`config.mk`:
```
export PLATFORM = sky130hd
export DESIGN_NAME = rnt_node_flat
export DESIGN_NICKNAME = d
export VERILOG_FILES = /design/src/core/rnt_pkg.sv /design/src/core/rnt_link_if.sv /design/src/core/rnt_data_buffer.sv /design/src/core/rnt_node.sv /design/src/flat_wrapper.sv
export SDC_FILE = /design/constraint.sdc
export NUM_CORES = 1
export LEC_CHECK = 0
export BUFFER_PORTS_ARGS = -buffer_cell sky130_fd_sc_hd__buf_2
export CAP_MARGIN = 0
export CORE_MARGIN = 2
export CORE_UTILIZATION = 50
export DETAILED_ROUTE_END_ITERATION = 6
export PLACE_DENSITY = 0.75
export RECOVER_POWER = 25
export REMOVE_ABC_BUFFERS = 1
export SYNTH_ARGS = -nofsm -noshare
export SYNTH_HDL_FRONTEND = slang
export SYNTH_SLANG_ARGS = --single-unit
```
`constraint.sdc`:
```
create_clock -name ref_clk -period 8.6 [get_ports ref_clk]
set_clock_uncertainty 0.05 [all_clocks]
set_input_delay 1.29 -clock ref_clk [delete_from_list [all_inputs] [get_ports ref_clk]]
set_output_delay 1.29 -clock ref_clk [all_outputs]
set_load 0.01 [all_outputs]
```
`src/core/rnt_pkg.sv`:
```
// package: shared constants and types for the readout node / transfer card link
package rnt_pkg;
    // packet kinds on the link (one word per packet header)
    typedef enum logic [1:0] {
        RNT_PKT_SLOW_REQ,
        RNT_PKT_READOUT_REQ,
        RNT_PKT_DATA,
        RNT_PKT_SLOW_REPLY
    } rnt_pkt_t;

    localparam int unsigned CLK_HZ            = 100_000_000;
    // micro-bunch period of the system clock
    localparam int unsigned BUNCH_PERIOD_NS   = 1695;
    localparam int unsigned CLK_PERIOD_NS     = 10;
    localparam int unsigned BUNCH_CYCLES      = BUNCH_PERIOD_NS / CLK_PERIOD_NS;
    // highest sample clock, used to size the timestamp counter
    localparam int unsigned SAMPLE_MAX_MHZ    = 100;
    localparam int unsigned SAMPLE_MIN_MHZ    = 50;
    localparam int unsigned TS_MAX_COUNT      = BUNCH_PERIOD_NS * SAMPLE_MAX_MHZ / 1000 + 1;
    localparam int unsigned TS_W              = $clog2(TS_MAX_COUNT + 1);
    // system clock loss: no leading edge within two bunch periods
    localparam int unsigned SYSCLK_LOSS_CYC   = 2 * BUNCH_CYCLES;
    // check signal must toggle within this window
    localparam int unsigned CHECK_MIN_CYC     = 4;
    localparam int unsigned CHECK_MAX_CYC     = 2000;
    localparam int unsigned DATA_W            = 16;
    localparam int unsigned SYS_TS_W          = 48;
    localparam int unsigned CTRL_W            = 16;
    localparam int unsigned CNT_W             = 16;
    // slow-control command codes
    localparam logic [3:0]  SC_CMD_WRITE_APP  = 4'h1;
    localparam logic [3:0]  SC_CMD_RUN        = 4'h2;
    localparam logic [3:0]  SC_CMD_READ       = 4'h3;
endpackage

```
`src/core/rnt_link_if.sv`:
```
// interface: optical link between transfer card and readout node, one lane each way
`timescale 1ns/1ps
interface rnt_link_if;
    import rnt_pkg::*;
    // downstream: transfer card to readout node
    logic                 dn_valid;
    rnt_pkt_t             dn_kind;
    logic [DATA_W-1:0]    dn_word;
    logic [SYS_TS_W-1:0]  dn_sys_ts;
    // upstream: readout node to transfer card
    logic                 up_valid;
    rnt_pkt_t             up_kind;
    logic [DATA_W-1:0]    up_word;
    logic [SYS_TS_W-1:0]  up_sys_ts;

    modport node (input dn_valid, dn_kind, dn_word, dn_sys_ts,
                  output up_valid, up_kind, up_word, up_sys_ts);
    modport card (output dn_valid, dn_kind, dn_word, dn_sys_ts,
                  input up_valid, up_kind, up_word, up_sys_ts);
endinterface

```
`src/core/rnt_data_buffer.sv`:
```
// module: node data buffer with per-word parity-style check code for upset detection
`timescale 1ns/1ps
module rnt_data_buffer
    import rnt_pkg::*;
#(
    parameter int unsigned WIDTH = 16,
    parameter int unsigned DEPTH = 64
) (
    input  wire logic             ref_clk,     // system logic clock
    input  wire logic             rst_n,       // async reset, active low
    input  wire logic             wr_valid,    // write request
    input  wire logic [WIDTH-1:0] wr_data,     // write word
    output logic                  wr_ready,    // room for a word
    output logic                  rd_valid,    // word available
    output logic [WIDTH-1:0]      rd_data,     // read word
    input  wire logic             rd_ready,    // reader takes word
    output logic                  upset_seen   // sticky: corrupted word read
);
    localparam int unsigned AW = $clog2(DEPTH);

    // check code: two parity bits over upper and lower halves catch single flips
    function automatic logic [1:0] chk(input logic [WIDTH-1:0] d);
        chk = {^d[WIDTH-1:WIDTH/2], ^d[WIDTH/2-1:0]};
    endfunction

    logic [WIDTH+1:0] mem [DEPTH];
    typedef struct packed {
        logic [AW:0] wp;
        logic [AW:0] rp;
        logic        upset;
    } rnt_buf_t;
    rnt_buf_t st, next_st;

    logic full, empty, do_wr, do_rd;
    logic [WIDTH+1:0] head;
    assign full     = (st.wp[AW] != st.rp[AW]) && (st.wp[AW-1:0] == st.rp[AW-1:0]);
    assign empty    = st.wp == st.rp;
    assign wr_ready = !full;
    assign rd_valid = !empty;
    assign do_wr    = wr_valid && !full;
    assign do_rd    = rd_ready && !empty;
    assign head     = mem[st.rp[AW-1:0]];
    assign rd_data  = head[WIDTH-1:0];
    assign upset_seen = st.upset;

    // pointer and flag update
    always_comb begin
        next_st = st;
        if (do_wr) next_st.wp = st.wp + 1'b1;
        if (do_rd) begin
            next_st.rp = st.rp + 1'b1;
            if (chk(head[WIDTH-1:0]) != head[WIDTH+1:WIDTH]) next_st.upset = 1'b1;
        end
    end

    always_ff @(posedge ref_clk or negedge rst_n) begin
        if (!rst_n) st <= '0;
        else st <= next_st;
    end

    // storage has no reset: contents are only read once written
    always_ff @(posedge ref_clk) begin
        if (do_wr) mem[st.wp[AW-1:0]] <= {chk(wr_data), wr_data};
    end
endmodule

```
`src/core/rnt_node.sv`:
```
// module: readout node end of the link (fabric packet handling, watchdog, timestamp)
//
// Contract
// - fabric handles readout requests and data itself
// - slow-control requests forwarded to microcontroller
// - watchdog restarts on clock loss or bad check
// - restart reloads known-good image from memory
// - known-good image accepts remote application writes
// - stay known-good until run command, then switch
// - receive system clock, align before use
// - sample clock multiplies system clock, 50-100 MHz
// - system clock edge zeroes sample timestamp
// - link logic runs from independent local oscillator
// - one readout request per bunch, each processed
// - apply control info and system timestamp
// - spill data zero-suppressed, packed, buffered (no packing here: samples buffered one per word)
// - buffer drained onto link all supercycle
// - buffer holds a second, upset-protected memory
// - card forwards every request to each link
// - data returns on the request link
// - card merges node links into timeslice (rnt_card serves one link only, no merge)
// - one request per system period, early
// - broadcast requests processed by every node
`timescale 1ns/1ps
module rnt_node
    import rnt_pkg::*;
#(
    parameter int unsigned BUF_DEPTH = 64,
    parameter int unsigned LOSS_CYC  = SYSCLK_LOSS_CYC
) (
    input  wire logic                ref_clk,       // local oscillator clock
    input  wire logic                rst_n,         // async reset, active low
    rnt_link_if.node                 link,          // optical link lanes
    input  wire logic                sys_clk_in,    // received system clock level
    input  wire logic                sample_tick,   // sample clock enable pulse from multiplier
    input  wire logic                check_fabric,  // fabric heartbeat level
    input  wire logic                check_mcu,     // microcontroller heartbeat level
    input  wire logic                spill,         // beam spill active
    input  wire logic                adc_valid,     // digitizer sample valid
    input  wire logic [DATA_W-1:0]   adc_data,      // digitizer sample
    input  wire logic [DATA_W-1:0]   zs_threshold,  // zero-suppression threshold
    output logic                     mcu_req_valid, // slow-control word to microcontroller
    output logic [DATA_W-1:0]        mcu_req_word,  // slow-control word
    output logic                     mcu_restart,   // pulse: watchdog restart
    output logic                     reload_golden, // pulse: load known-good image
    output logic                     golden_mode,   // level: running known-good image
    output logic                     app_wr_valid,  // pulse: application memory write
    output logic [DATA_W-1:0]        app_wr_data,   // application memory data
    output logic [CTRL_W-1:0]        bunch_ctrl,    // applied readout control
    output logic [SYS_TS_W-1:0]      bunch_sys_ts,  // applied system timestamp
    output logic [TS_W-1:0]          local_ts,      // offset within micro-bunch
    output logic                     upset_seen     // buffer detected corruption
);
    typedef enum logic [1:0] {NODE_BOOT, NODE_GOLDEN, NODE_APP} rnt_mode_t;

    typedef struct packed {
        logic [1:0]          sys_sync;    // two-flop aligner
        logic                sys_prev;
        logic [15:0]         loss_cnt;
        logic                chk_f_prev;
        logic                chk_m_prev;
        logic [11:0]         chk_f_cnt;
        logic [11:0]         chk_m_cnt;
        rnt_mode_t           mode;
        logic                restart;
        logic                mcu_v;
        logic [DATA_W-1:0]   mcu_w;
        logic                app_v;
        logic [DATA_W-1:0]   app_d;
        logic                armed;       // window checks live after first cycle
        logic [CTRL_W-1:0]   ctrl;
        logic [SYS_TS_W-1:0] sys_ts;
        logic [TS_W-1:0]     ts;
        logic                up_v;
        rnt_pkt_t            up_k;
        logic [DATA_W-1:0]   up_w;
    } rnt_node_t;
    rnt_node_t st, next_st;

    logic              buf_rd_valid, buf_rd_ready, buf_wr;
    logic [DATA_W-1:0] buf_rd_data;
    logic              sys_edge, check_bad;

    // zero suppression at the buffer input, spill only
    assign buf_wr = spill && adc_valid && (adc_data > zs_threshold);
    // link is free for draining except when a slow-control reply takes a cycle on its own
    assign buf_rd_ready = !st.mcu_v;

    // a full buffer drops samples itself, so its ready flag is left unused here
    rnt_data_buffer #(
        .WIDTH (DATA_W),
        .DEPTH (BUF_DEPTH)
    ) u_buf (
        .ref_clk    (ref_clk),
        .rst_n      (rst_n),
        .wr_valid   (buf_wr),
        .wr_data    (adc_data),
        .wr_ready   (),
        .rd_valid   (buf_rd_valid),
        .rd_data    (buf_rd_data),
        .rd_ready   (buf_rd_ready),
        .upset_seen (upset_seen)
    );

    assign sys_edge  = st.sys_sync[1] && !st.sys_prev;
    // heartbeat toggled too fast or not at all; the previous levels come out of
    // reset low, so a heartbeat that is high at release would look like an early
    // toggle and restart the node for nothing: the window checks wait for the
    // first cycle after reset
    assign check_bad = st.armed
                    && ((check_fabric != st.chk_f_prev && st.chk_f_cnt < CHECK_MIN_CYC)
                     || (check_mcu != st.chk_m_prev && st.chk_m_cnt < CHECK_MIN_CYC)
                     || st.chk_f_cnt >= CHECK_MAX_CYC || st.chk_m_cnt >= CHECK_MAX_CYC);

    // command code of a slow-control word sits in its top nibble; decoded for
    // both the run and the application write command
    function automatic logic [3:0] sc_cmd(input logic [DATA_W-1:0] w);
        sc_cmd = w[DATA_W-1:DATA_W-4];
    endfunction

    // one next-state process for the whole node
    always_comb begin
        next_st          = st;
        next_st.restart  = 1'b0;
        next_st.mcu_v    = 1'b0;
        next_st.app_v    = 1'b0;
        next_st.up_v     = 1'b0;
        next_st.armed    = 1'b1;
        next_st.sys_sync = {st.sys_sync[0], sys_clk_in};
        next_st.sys_prev = st.sys_sync[1];
        next_st.chk_f_prev = check_fabric;
        next_st.chk_m_prev = check_mcu;
        next_st.chk_f_cnt = (check_fabric != st.chk_f_prev) ? '0 : st.chk_f_cnt + 1'b1;
        next_st.chk_m_cnt = (check_mcu != st.chk_m_prev) ? '0 : st.chk_m_cnt + 1'b1;
        next_st.loss_cnt  = sys_edge ? '0 : st.loss_cnt + 1'b1;
        // timestamp: cleared at bunch start, counts sample ticks, saturates
        if (sys_edge) next_st.ts = '0;
        else if (sample_tick && st.ts != '1) next_st.ts = st.ts + 1'b1;

        // watchdog: restart and reload known-good image; the heartbeat counters restart
        // too, so a toggle within the next few cycles reads as too fast and restarts again
        if (st.loss_cnt >= LOSS_CYC || check_bad) begin
            next_st.restart   = 1'b1;
            next_st.mode      = NODE_GOLDEN;
            next_st.loss_cnt  = '0;
            next_st.chk_f_cnt = '0;
            next_st.chk_m_cnt = '0;
        end else if (st.mode == NODE_BOOT) begin
            next_st.mode = NODE_GOLDEN;
        end

        // downstream packets: fabric decodes every one, broadcast included
        if (link.dn_valid) begin
            unique case (link.dn_kind)
                RNT_PKT_READOUT_REQ: begin
                    next_st.ctrl   = link.dn_word;
                    next_st.sys_ts = link.dn_sys_ts;
                end
                RNT_PKT_SLOW_REQ: begin
                    next_st.mcu_v = 1'b1;
                    next_st.mcu_w = link.dn_word;
                    if (sc_cmd(link.dn_word) == SC_CMD_RUN && st.mode == NODE_GOLDEN)
                        next_st.mode = NODE_APP;
                    if (sc_cmd(link.dn_word) == SC_CMD_WRITE_APP && st.mode == NODE_GOLDEN) begin
                        next_st.app_v = 1'b1;
                        next_st.app_d = link.dn_word;
                    end
                end
                RNT_PKT_DATA, RNT_PKT_SLOW_REPLY: ; // not expected downstream
            endcase
        end

        // upstream: slow-control echo first, else buffered data, same link
        if (st.mcu_v) begin
            next_st.up_v = 1'b1;
            next_st.up_k = RNT_PKT_SLOW_REPLY;
            next_st.up_w = st.mcu_w;
        end else if (buf_rd_valid) begin
            next_st.up_v = 1'b1;
            next_st.up_k = RNT_PKT_DATA;
            next_st.up_w = buf_rd_data;
        end
    end

    always_ff @(posedge ref_clk or negedge rst_n) begin
        if (!rst_n) begin
            st      <= '0;
            st.mode <= NODE_BOOT;
        end else begin
            st <= next_st;
        end
    end

    assign mcu_req_valid  = st.mcu_v;
    assign mcu_req_word   = st.mcu_w;
    assign mcu_restart    = st.restart;
    assign reload_golden  = st.restart;
    assign golden_mode    = st.mode != NODE_APP;
    assign app_wr_valid   = st.app_v;
    assign app_wr_data    = st.app_d;
    assign bunch_ctrl     = st.ctrl;
    assign bunch_sys_ts   = st.sys_ts;
    assign local_ts       = st.ts;
    assign link.up_valid  = st.up_v;
    assign link.up_kind   = st.up_k;
    assign link.up_word   = st.up_w;
    assign link.up_sys_ts = st.sys_ts;
endmodule

```
`src/flat_wrapper.sv`:
```
// flat-port wrapper written by rule: the top's interface ports become plain ports
module rnt_node_flat import rnt_pkg::*;
#(
    parameter int unsigned BUF_DEPTH = 64,
    parameter int unsigned LOSS_CYC  = SYSCLK_LOSS_CYC
)
  (ref_clk, rst_n, sys_clk_in, sample_tick, check_fabric, check_mcu, spill, adc_valid, adc_data, zs_threshold, mcu_req_valid, mcu_req_word, mcu_restart, reload_golden, golden_mode, app_wr_valid, app_wr_data, bunch_ctrl, bunch_sys_ts, local_ts, upset_seen, link_dn_valid, link_dn_kind, link_dn_word, link_dn_sys_ts, link_up_valid, link_up_kind, link_up_word, link_up_sys_ts);
  rnt_link_if link_i ();
  input  wire logic ref_clk;
  input  wire logic rst_n;
  input  wire logic sys_clk_in;
  input  wire logic sample_tick;
  input  wire logic check_fabric;
  input  wire logic check_mcu;
  input  wire logic spill;
  input  wire logic adc_valid;
  input  wire logic [DATA_W-1:0] adc_data;
  input  wire logic [DATA_W-1:0] zs_threshold;
  output logic mcu_req_valid;
  output logic [DATA_W-1:0] mcu_req_word;
  output logic mcu_restart;
  output logic reload_golden;
  output logic golden_mode;
  output logic app_wr_valid;
  output logic [DATA_W-1:0] app_wr_data;
  output logic [CTRL_W-1:0] bunch_ctrl;
  output logic [SYS_TS_W-1:0] bunch_sys_ts;
  output logic [TS_W-1:0] local_ts;
  output logic upset_seen;
  input wire logic [$bits(link_i.dn_valid)-1:0] link_dn_valid;
  input wire logic [$bits(link_i.dn_kind)-1:0] link_dn_kind;
  input wire logic [$bits(link_i.dn_word)-1:0] link_dn_word;
  input wire logic [$bits(link_i.dn_sys_ts)-1:0] link_dn_sys_ts;
  output wire logic [$bits(link_i.up_valid)-1:0] link_up_valid;
  output wire logic [$bits(link_i.up_kind)-1:0] link_up_kind;
  output wire logic [$bits(link_i.up_word)-1:0] link_up_word;
  output wire logic [$bits(link_i.up_sys_ts)-1:0] link_up_sys_ts;
  assign link_i.dn_valid = link_dn_valid;
  assign link_i.dn_kind = link_dn_kind;
  assign link_i.dn_word = link_dn_word;
  assign link_i.dn_sys_ts = link_dn_sys_ts;
  assign link_up_valid = link_i.up_valid;
  assign link_up_kind = link_i.up_kind;
  assign link_up_word = link_i.up_word;
  assign link_up_sys_ts = link_i.up_sys_ts;
  rnt_node #(.BUF_DEPTH(BUF_DEPTH), .LOSS_CYC(LOSS_CYC)) u_core (.ref_clk(ref_clk), .rst_n(rst_n), .link(link_i), .sys_clk_in(sys_clk_in), .sample_tick(sample_tick), .check_fabric(check_fabric), .check_mcu(check_mcu), .spill(spill), .adc_valid(adc_valid), .adc_data(adc_data), .zs_threshold(zs_threshold), .mcu_req_valid(mcu_req_valid), .mcu_req_word(mcu_req_word), .mcu_restart(mcu_restart), .reload_golden(reload_golden), .golden_mode(golden_mode), .app_wr_valid(app_wr_valid), .app_wr_data(app_wr_data), .bunch_ctrl(bunch_ctrl), .bunch_sys_ts(bunch_sys_ts), .local_ts(local_ts), .upset_seen(upset_seen));
endmodule
```
==> results of run 1 <==
[final cells by class]
class / count / area [µm²]
Fill cell: 7849 / 46700
Sequential cell: 1341 / 39300
Multi-Input combinational cell: 1220 / 13000
Clock buffer: 170 / 3670
Timing Repair Buffer: 389 / 2230
Tap cell: 1403 / 1760
Clock inverter: 72 / 699
Inverter: 31 / 118
Antenna cell: 1 / 2.50
[logic make-up after synthesis]
family          share of synthesized area
fa+ha+maj                         0.00576
other cells                      0.000138
flops                               0.723
buf+inv                            0.0440
simple gates                       0.0325
xor+xnor                           0.0135
compound gates                     0.0336
mux                                 0.147
[registers in the layout, indices dropped and copies added, names as in the netlist, 8 cells and up]
name                 flops
u_core.app_wr_data      16
u_core.bunch_ctrl       16
u_core.bunch_sys_ts     48
u_core.link.up_word     16
u_core.local_ts          8
u_core.mcu_req_word     16
u_core.st               46
u_core.u_buf.mem      1152
u_core.u_buf.st         14
[synth_stat cells (all sizes together), types with 13 or more instances]
cell type	instances	area [µm²]
nor3	71	360
nand2	107	402
a22oi	17	128
dfrtp	189	4730
buf	269	2070
ha	25	313
inv	31	116
nand3	35	175
o21ai	53	269
xor2	36	315
mux4	244	5500
nor2	67	251
o22ai	14	87.6
a221oi	31	295
mux2	86	968
edfxtp	1152	34600
nand4	13	81.3
clkbuf	54	203
xnor2	40	350
and3	18	113
o221ai	29	254
a21oi	46	230
mux2i	152	1520
[power by group through the flow]
| stage | clock, mW | combinational (mW) | sequential, mW |
|---|---|---|---|
| floorplan | 0 | 3.71 | 8.13 |
| CTS | 5.86 | 5.98 | 7.60 |
| finish | 5.79 | 6.08 | 7.60 |
| global route | 6.10 | 6.30 | 7.62 |
| global placement | 0 | 5.91 | 7.73 |
| detailed placement | 0 | 5.96 | 7.73 |
[critical path: cells and delay by family (launching register included)]
kind            cells  cell delay (ns)
simple gates        2             1.31
xor+xnor            1             0.27
compound gates      2             0.84
flops               1             0.65
buf+inv             3             1.79
[per-layer routing]
metal / vias up / wire (µm) / global-route usage / part of all wire
li1: 11800 / - / - / -
met1: 14700 / 51600 / 0.336 / 0.37
met2: 2086 / 64000 / 0.386 / 0.46
met3: 295 / 16600 / 0.0569 / 0.12
met4: 0 / 5970 / 0.103 / 0.043
met5: - / 0 / 0 / 0
[final timing paths]
kind | startpoint | endpoint | slack (ns) | cells past startpoint
worst min-delay path | u_core.next_st[171]$_DFF_PN0_ | u_core.st[171]$_DFF_PN0_ | 0.33 | 0
min in group asynchronous | rst_n | u_core.st[138]$_DFF_PN0_ | 0.68 | 1
max in group asynchronous | rst_n | u_core.bunch_sys_ts[37]$_DFFE_PN0P_ | 6.25 | 2
worst max register to register | u_core.u_buf.st[2]$_DFFE_PN0P_ | u_core.u_buf.mem[18][6]$_DFFE_PP_ | 3.24 | 8
worst min register to register | u_core.next_st[171]$_DFF_PN0_ | u_core.st[171]$_DFF_PN0_ | 0.33 | 0
worst max-delay path | u_core.u_buf.st[2]$_DFFE_PN0P_ | u_core.u_buf.mem[18][6]$_DFFE_PP_ | 3.24 | 8
[per-stage QoR]
stage	cells	setup WS, ns	power [mW]	instance area [µm²]	TNS [ns]
after CTS	4625	3.32	19.4	60800	0
after global routing	4626	3.02	20.0	60800	0
final	4627	3.24	19.5	60800	0
after detailed placement	4383	2.91	13.7	56500	0
after global placement	4383	2.97	13.6	56500	0
after floorplan	2592	-7.44	11.8	52100	-7990.21
==> impl_metrics.yaml, run 1 <==
die:
  design.die.area_um2: 111000
  die_height_um: 334
  fp-row-count: 120
  die_width_um: 334
  design.portCount: 284
  coreArea_um2: 108000
  initial_utilization: 0.506
routing:
  drt-pass1-iter-count: 7
  routed-via-count: 28900
  vias_per_cell: 6.25
  drt_iter0_drc: 4305
  wirelength_mm: 138
  final_antenna_net_count: 0
  route.detailed.drc: 0
  drt-wirelength-per-cell_um: 29.9
power:
  p_leak_nw: 21.0
  comb_power_share: 0.312
  power_frac_seq: 0.391
  switchingPower_mw: 6.44
  vdd.ir_drop.worst_v: 0.000242
  switching_share: 0.331
  clock_group_share_of_total_power: 0.297
  pwr_density_cell_nw_per_um2: 320
  internal-power_mw: 13.0
critical_path:
  critical_path.max_stage_delay_ns: 1.11
  critical_path_required_ns: 8.90
  worstPathArrival_ns: 5.66
  critical-path-top-cell-by-count: "sky130_fd_sc_hd__buf_4"
  cp-start-kind: "flip-flop"
  timing.critical_path.cells: "buf_4 > buf_4 > xor2_1 > nor3_1 > a221oi_4 > o21ai_4 > buf_4 > nor3_2"
  critPathCaptureType: "flip-flop"
  crit_slowest_cell: "sky130_fd_sc_hd__nor3_2"
  worstPathMaxFanout: 50
  timing.setup.critical_path_class: "reg -> reg"
sta:
  maxSlewHeadroom: -1.48
  report.final.hold_viol_count: 0
  timing_worst_slew_pin_value_ns: 3.73
  final_min_period_over_clock_period: 0.623
  hold-worst-slack_ns: 0.326
  timing.final.setup_violations: 0
  timing.fmax_mhz: 187
  final.min_clock_period_ns: 5.36
  maxSlewViolCount: 201
  setup_repair_after_global_routing_missed_its_margin: "no"
global_route:
  via_count_of_the_first_global_routing_pass: 27600
  global_route.usage.total: 0.247
  antenna_found_initial: 2
  first_pass_grt_wire_length_mm: 197
  grt_start_max_net_pins: 118
  grt.overflow.total: 0
run_status:
  status: "complete, but fails checks"
  violations: "max-capacitance violations, max-slew violations"
yosys:
  ys.warnings.count: 0
  syn_area_um2: 54400
  netlist_instances: 2909
  synth-seq-cells: 1341
  ys_types: 71
  postSynthAreaPerCell_um2: 18.7
  synth_enable_flop_cells: 1152
  postSynth.topFlopCell: "sky130_fd_sc_hd__edfxtp_1"
  yosysSeqAreaShare: 0.723
  ys_async_sr_fraction: 0.141
placed_design:
  io_buffer_count: 283
  detailedPlacementHpwl_mm: 85.8
  weighted_congestion_reported_at_the_end_of_routability_driven_placement: 0.931
clock_tree:
  ctsLongestPathBuffers: 3
  cts_resized: 0
  worst_skew_pair.late_latency_ns: 0.76
  clkSinkCount: 1341
  cts_root_buf: "sky130_fd_sc_hd__clkbuf_16"
  clock_tree_from_tritoncts: "done"
  clk_pin_slew_ns: 0.06
  cts_made_buffers: 137
  ctsHtreeMaxLevel: 4
  post_cts_buffers: 0
  cts.hold.buffers_added: 0
final_layout:
  area_growth_from_synthesis_to_final_layout_pct: 11.9
  most-common-layout-cells: "1152 x sky130_fd_sc_hd__edfxtp_1, 273 x sky130_fd_sc_hd__buf_2, 242 x sky130_fd_sc_hd__mux4_2, 185 x sky130_fd_sc_hd__dfrtp_1, 152 x sky130_fd_sc_hd__mux2i_1"
  final_common_cell: "sky130_fd_sc_hd__edfxtp_1"
  layout-drive-gt1-share: 0.305
  final_core_utilization: 0.566
  final_nets: 3252
min_path:
  worst_hold_path_type: "reg -> reg"
flow_run:
  max_cap_violations: 4
Power figures use the tool's default switching activity.
==> run 2, diff against run 1 <==
--- a/config.mk
+++ b/config.mk
@@ -10,7 +10,7 @@
 export CORE_MARGIN = 2
 export CORE_UTILIZATION = 50
 export DETAILED_ROUTE_END_ITERATION = 6
-export PLACE_DENSITY = 0.75
+export PLACE_DENSITY = 0.78
 export RECOVER_POWER = 25
 export REMOVE_ABC_BUFFERS = 1
 export SYNTH_ARGS = -nofsm -noshare
==> constraint.sdc (replaced) <==
create_clock -name ref_clk -period 4.7 [get_ports ref_clk]
set_clock_uncertainty 0.05 [all_clocks]
set_input_delay 0.705 -clock ref_clk [delete_from_list [all_inputs] [get_ports ref_clk]]
set_output_delay 0.705 -clock ref_clk [all_outputs]
set_load 0.01 [all_outputs]
==> impl_metrics.yaml, run 2 (same netlist as run 1, synthesis figures left out) <==
power:
  p_leak_nw: 21.4
  pwr_density_cell_nw_per_um2: 582
  vdd.ir_drop.worst_v: 0.000466
critical_path:
  critical_path.max_stage_delay_ns: 0.93
  worstPathArrival_ns: 4.97
  reg2reg_to: "u_core.u_buf.upset_seen$_DFFE_PN0P_"
  crit_buf_inv: 0
  crit_slowest_cell: "sky130_fd_sc_hd__nor2_2"
  timing.setup.critical_path_class: "reg -> reg"
  critical_path_required_ns: 5.30
  critPathCaptureType: "flip-flop"
  worstPathMaxFanout: 29
  cp-start-kind: "flip-flop"
  r2r_slack_ns: 0.32
  ff_to_ff_path_depth: 10
  timing.critical_path.cells: "nor2_2 > a221oi_1 > a22oi_1 > a21oi_1 > or4_1 > xnor2_1 > xnor3_1 > xnor3_1 > o21ai_1 > nand2b_1"
  crit-reg2reg-launch: "u_core.u_buf.st[3]$_DFFE_PN0P_"
  cp_top_family: "simple AND/OR/NAND/NOR gates"
  critical-path-top-cell-by-count: "sky130_fd_sc_hd__xnor3_1"
final_layout:
  area_growth_from_synthesis_to_final_layout_pct: 13.1
  most-common-layout-cells: "1152 x sky130_fd_sc_hd__edfxtp_1, 268 x sky130_fd_sc_hd__buf_2, 242 x sky130_fd_sc_hd__mux4_2, 185 x sky130_fd_sc_hd__dfrtp_1, 152 x sky130_fd_sc_hd__mux2i_1"
  final_core_utilization: 0.572
  antennaDiodeCount: 0
  final_common_cell: "sky130_fd_sc_hd__edfxtp_1"
  layout-drive-gt1-share: 0.319
  ff_latch_area_um2: 39300
  multi_input_area_um2: 13000
  final_nets: 3314
  n_fill_cell: 7702
  largest_register_ff_count: 1152
routing:
  drt_iter0_drc: 3711
  routed-via-count: 29100
  final_antenna_net_count: 0
  vias_per_cell: 6.20
  wirelength_mm: 137
  drt-wirelength-per-cell_um: 29.2
  drt-pass1-iter-count: 5
  route.detailed.drc: 0
global_route:
  antenna_found_initial: 3
  grt_start_max_net_pins: 122
  first_pass_grt_wire_length_mm: 198
  global_route.usage.total: 0.246
  grt.overflow.total: 0
  via_count_of_the_first_global_routing_pass: 29000
placed_design:
  weighted_congestion_reported_at_the_end_of_routability_driven_placement: 0.859
  io_buffer_count: 283
  detailedPlacementHpwl_mm: 81.5
run_status:
  violations: "max-capacitance violations, max-slew violations"
  status: "complete, but fails checks"
die:
  fp-row-count: 120
  design.portCount: 284
  coreArea_um2: 108000
  die_width_um: 334
  die_height_um: 334
  design.die.area_um2: 111000
  initial_utilization: 0.506
min_path:
  holdCritStartpoint: "check_mcu"
  hold_depth: 1
  worst_hold_path_type: "in -> reg"
  worst_hold_path.endpoint: "u_core.st[153]$_DFF_PN0_"
sta:
  report.final.hold_viol_count: 0
  final_min_period_over_clock_period: 0.931
  timing_worst_slew_pin_value_ns: 3.39
  hold-worst-slack_ns: 0.0526
  timing.fmax_mhz: 228
  setup_repair_after_global_routing_missed_its_margin: "no"
  maxSlewViolCount: 584
  final.min_clock_period_ns: 4.38
  tns_ns: 0
  maxSlewHeadroom: -1.26
  timing.final.setup_violations: 0
clock_tree:
  ctsLongestPathBuffers: 3
  clkSinkCount: 1341
  cts_made_buffers: 133
  clock_tree_from_tritoncts: "done"
  cts_root_buf: "sky130_fd_sc_hd__clkbuf_16"
  worst_skew_pair.late_latency_ns: 0.77
  cts_resized: 0
  clk_pin_slew_ns: 0.07
  ctsHtreeMaxLevel: 4
flow_run:
  max_cap_violations: 8
## run 2: repair_timing
action | in CTS | in global routing
buffers inserted | 0 | 0
hold buffers | 2 | 0
endpoints found under the hold margin | 2 | 0
## run 2: final cells by class
cell class	instances	share of cell area
Clock inverter	70	0.0116
Sequential cell	1341	0.640
Clock buffer	173	0.0601
Inverter	31	0.00191
Multi-Input combinational cell	1220	0.212
Tap cell	1403	0.0286
Timing Repair Buffer	455	0.0462
## run 2: stage by stage
step	area (µm²)	cells	power, mW	setup WS [ns]
CTS	61500	4693	35.7	0.406
finish	61500	4693	35.7	0.323
detailed placement	57100	4448	25.1	0.460
global placement	57100	4448	24.9	0.653
floorplan	52100	2592	20.2	-11.34
global route	61500	4693	36.9	0.104
## run 2: worst max path at each step
| stage | start | endpoint | slack (ns) | depth (start not counted) |
|---|---|---|---|---|
| 2_1_floorplan | u_core.u_buf.st[1]$_DFFE_PN0P_ | u_core.u_buf.upset_seen$_DFFE_PN0P_ | -11.34 | 10 |
| 4_1_cts | u_core.u_buf.st[3]$_DFFE_PN0P_ | u_core.u_buf.upset_seen$_DFFE_PN0P_ | 0.41 | 10 |
| 5_1_grt | adc_data[4] | u_core.u_buf.mem[17][16]$_DFFE_PP_ | 0.10 | 6 |
| 3_5_place_dp | u_core.u_buf.st[3]$_DFFE_PN0P_ | u_core.u_buf.upset_seen$_DFFE_PN0P_ | 0.46 | 10 |
| 3_3_place_gp | u_core.u_buf.st[3]$_DFFE_PN0P_ | u_core.u_buf.upset_seen$_DFFE_PN0P_ | 0.65 | 10 |
| 6_report | u_core.u_buf.st[3]$_DFFE_PN0P_ | u_core.u_buf.upset_seen$_DFFE_PN0P_ | 0.32 | 10 |
## run 2: where the power goes
part           switching, mW  internal, mW  total [mW]  leakage, nW
clock                   4.48          6.19        10.7         2.15
sequential             0.398          13.4        13.8         12.7
combinational           6.47          4.77        11.2         6.56
## run 2: worst register-to-register path, stage by stage, from the launching register on
cell	delay (ns)
sky130_fd_sc_hd__dfrtp_4	0.72
sky130_fd_sc_hd__nor2_2	0.94
sky130_fd_sc_hd__a221oi_1	0.31
sky130_fd_sc_hd__a22oi_1	0.32
sky130_fd_sc_hd__a21oi_1	0.22
sky130_fd_sc_hd__or4_1	0.60
sky130_fd_sc_hd__xnor2_1	0.25
sky130_fd_sc_hd__xnor3_1	0.27
sky130_fd_sc_hd__xnor3_1	0.38
sky130_fd_sc_hd__o21ai_1	0.14
sky130_fd_sc_hd__nand2b_1	0.07
## run 2: routing by layer
metal / vias up / global-route usage / wire, µm
met3: 297 / 0.0661 / 16000
met4: 2 / 0.0959 / 5370
met5: - / 0 / 9
met1: 14800 / 0.325 / 50500
li1: 12000 / - / -
met2: 2033 / 0.393 / 65200
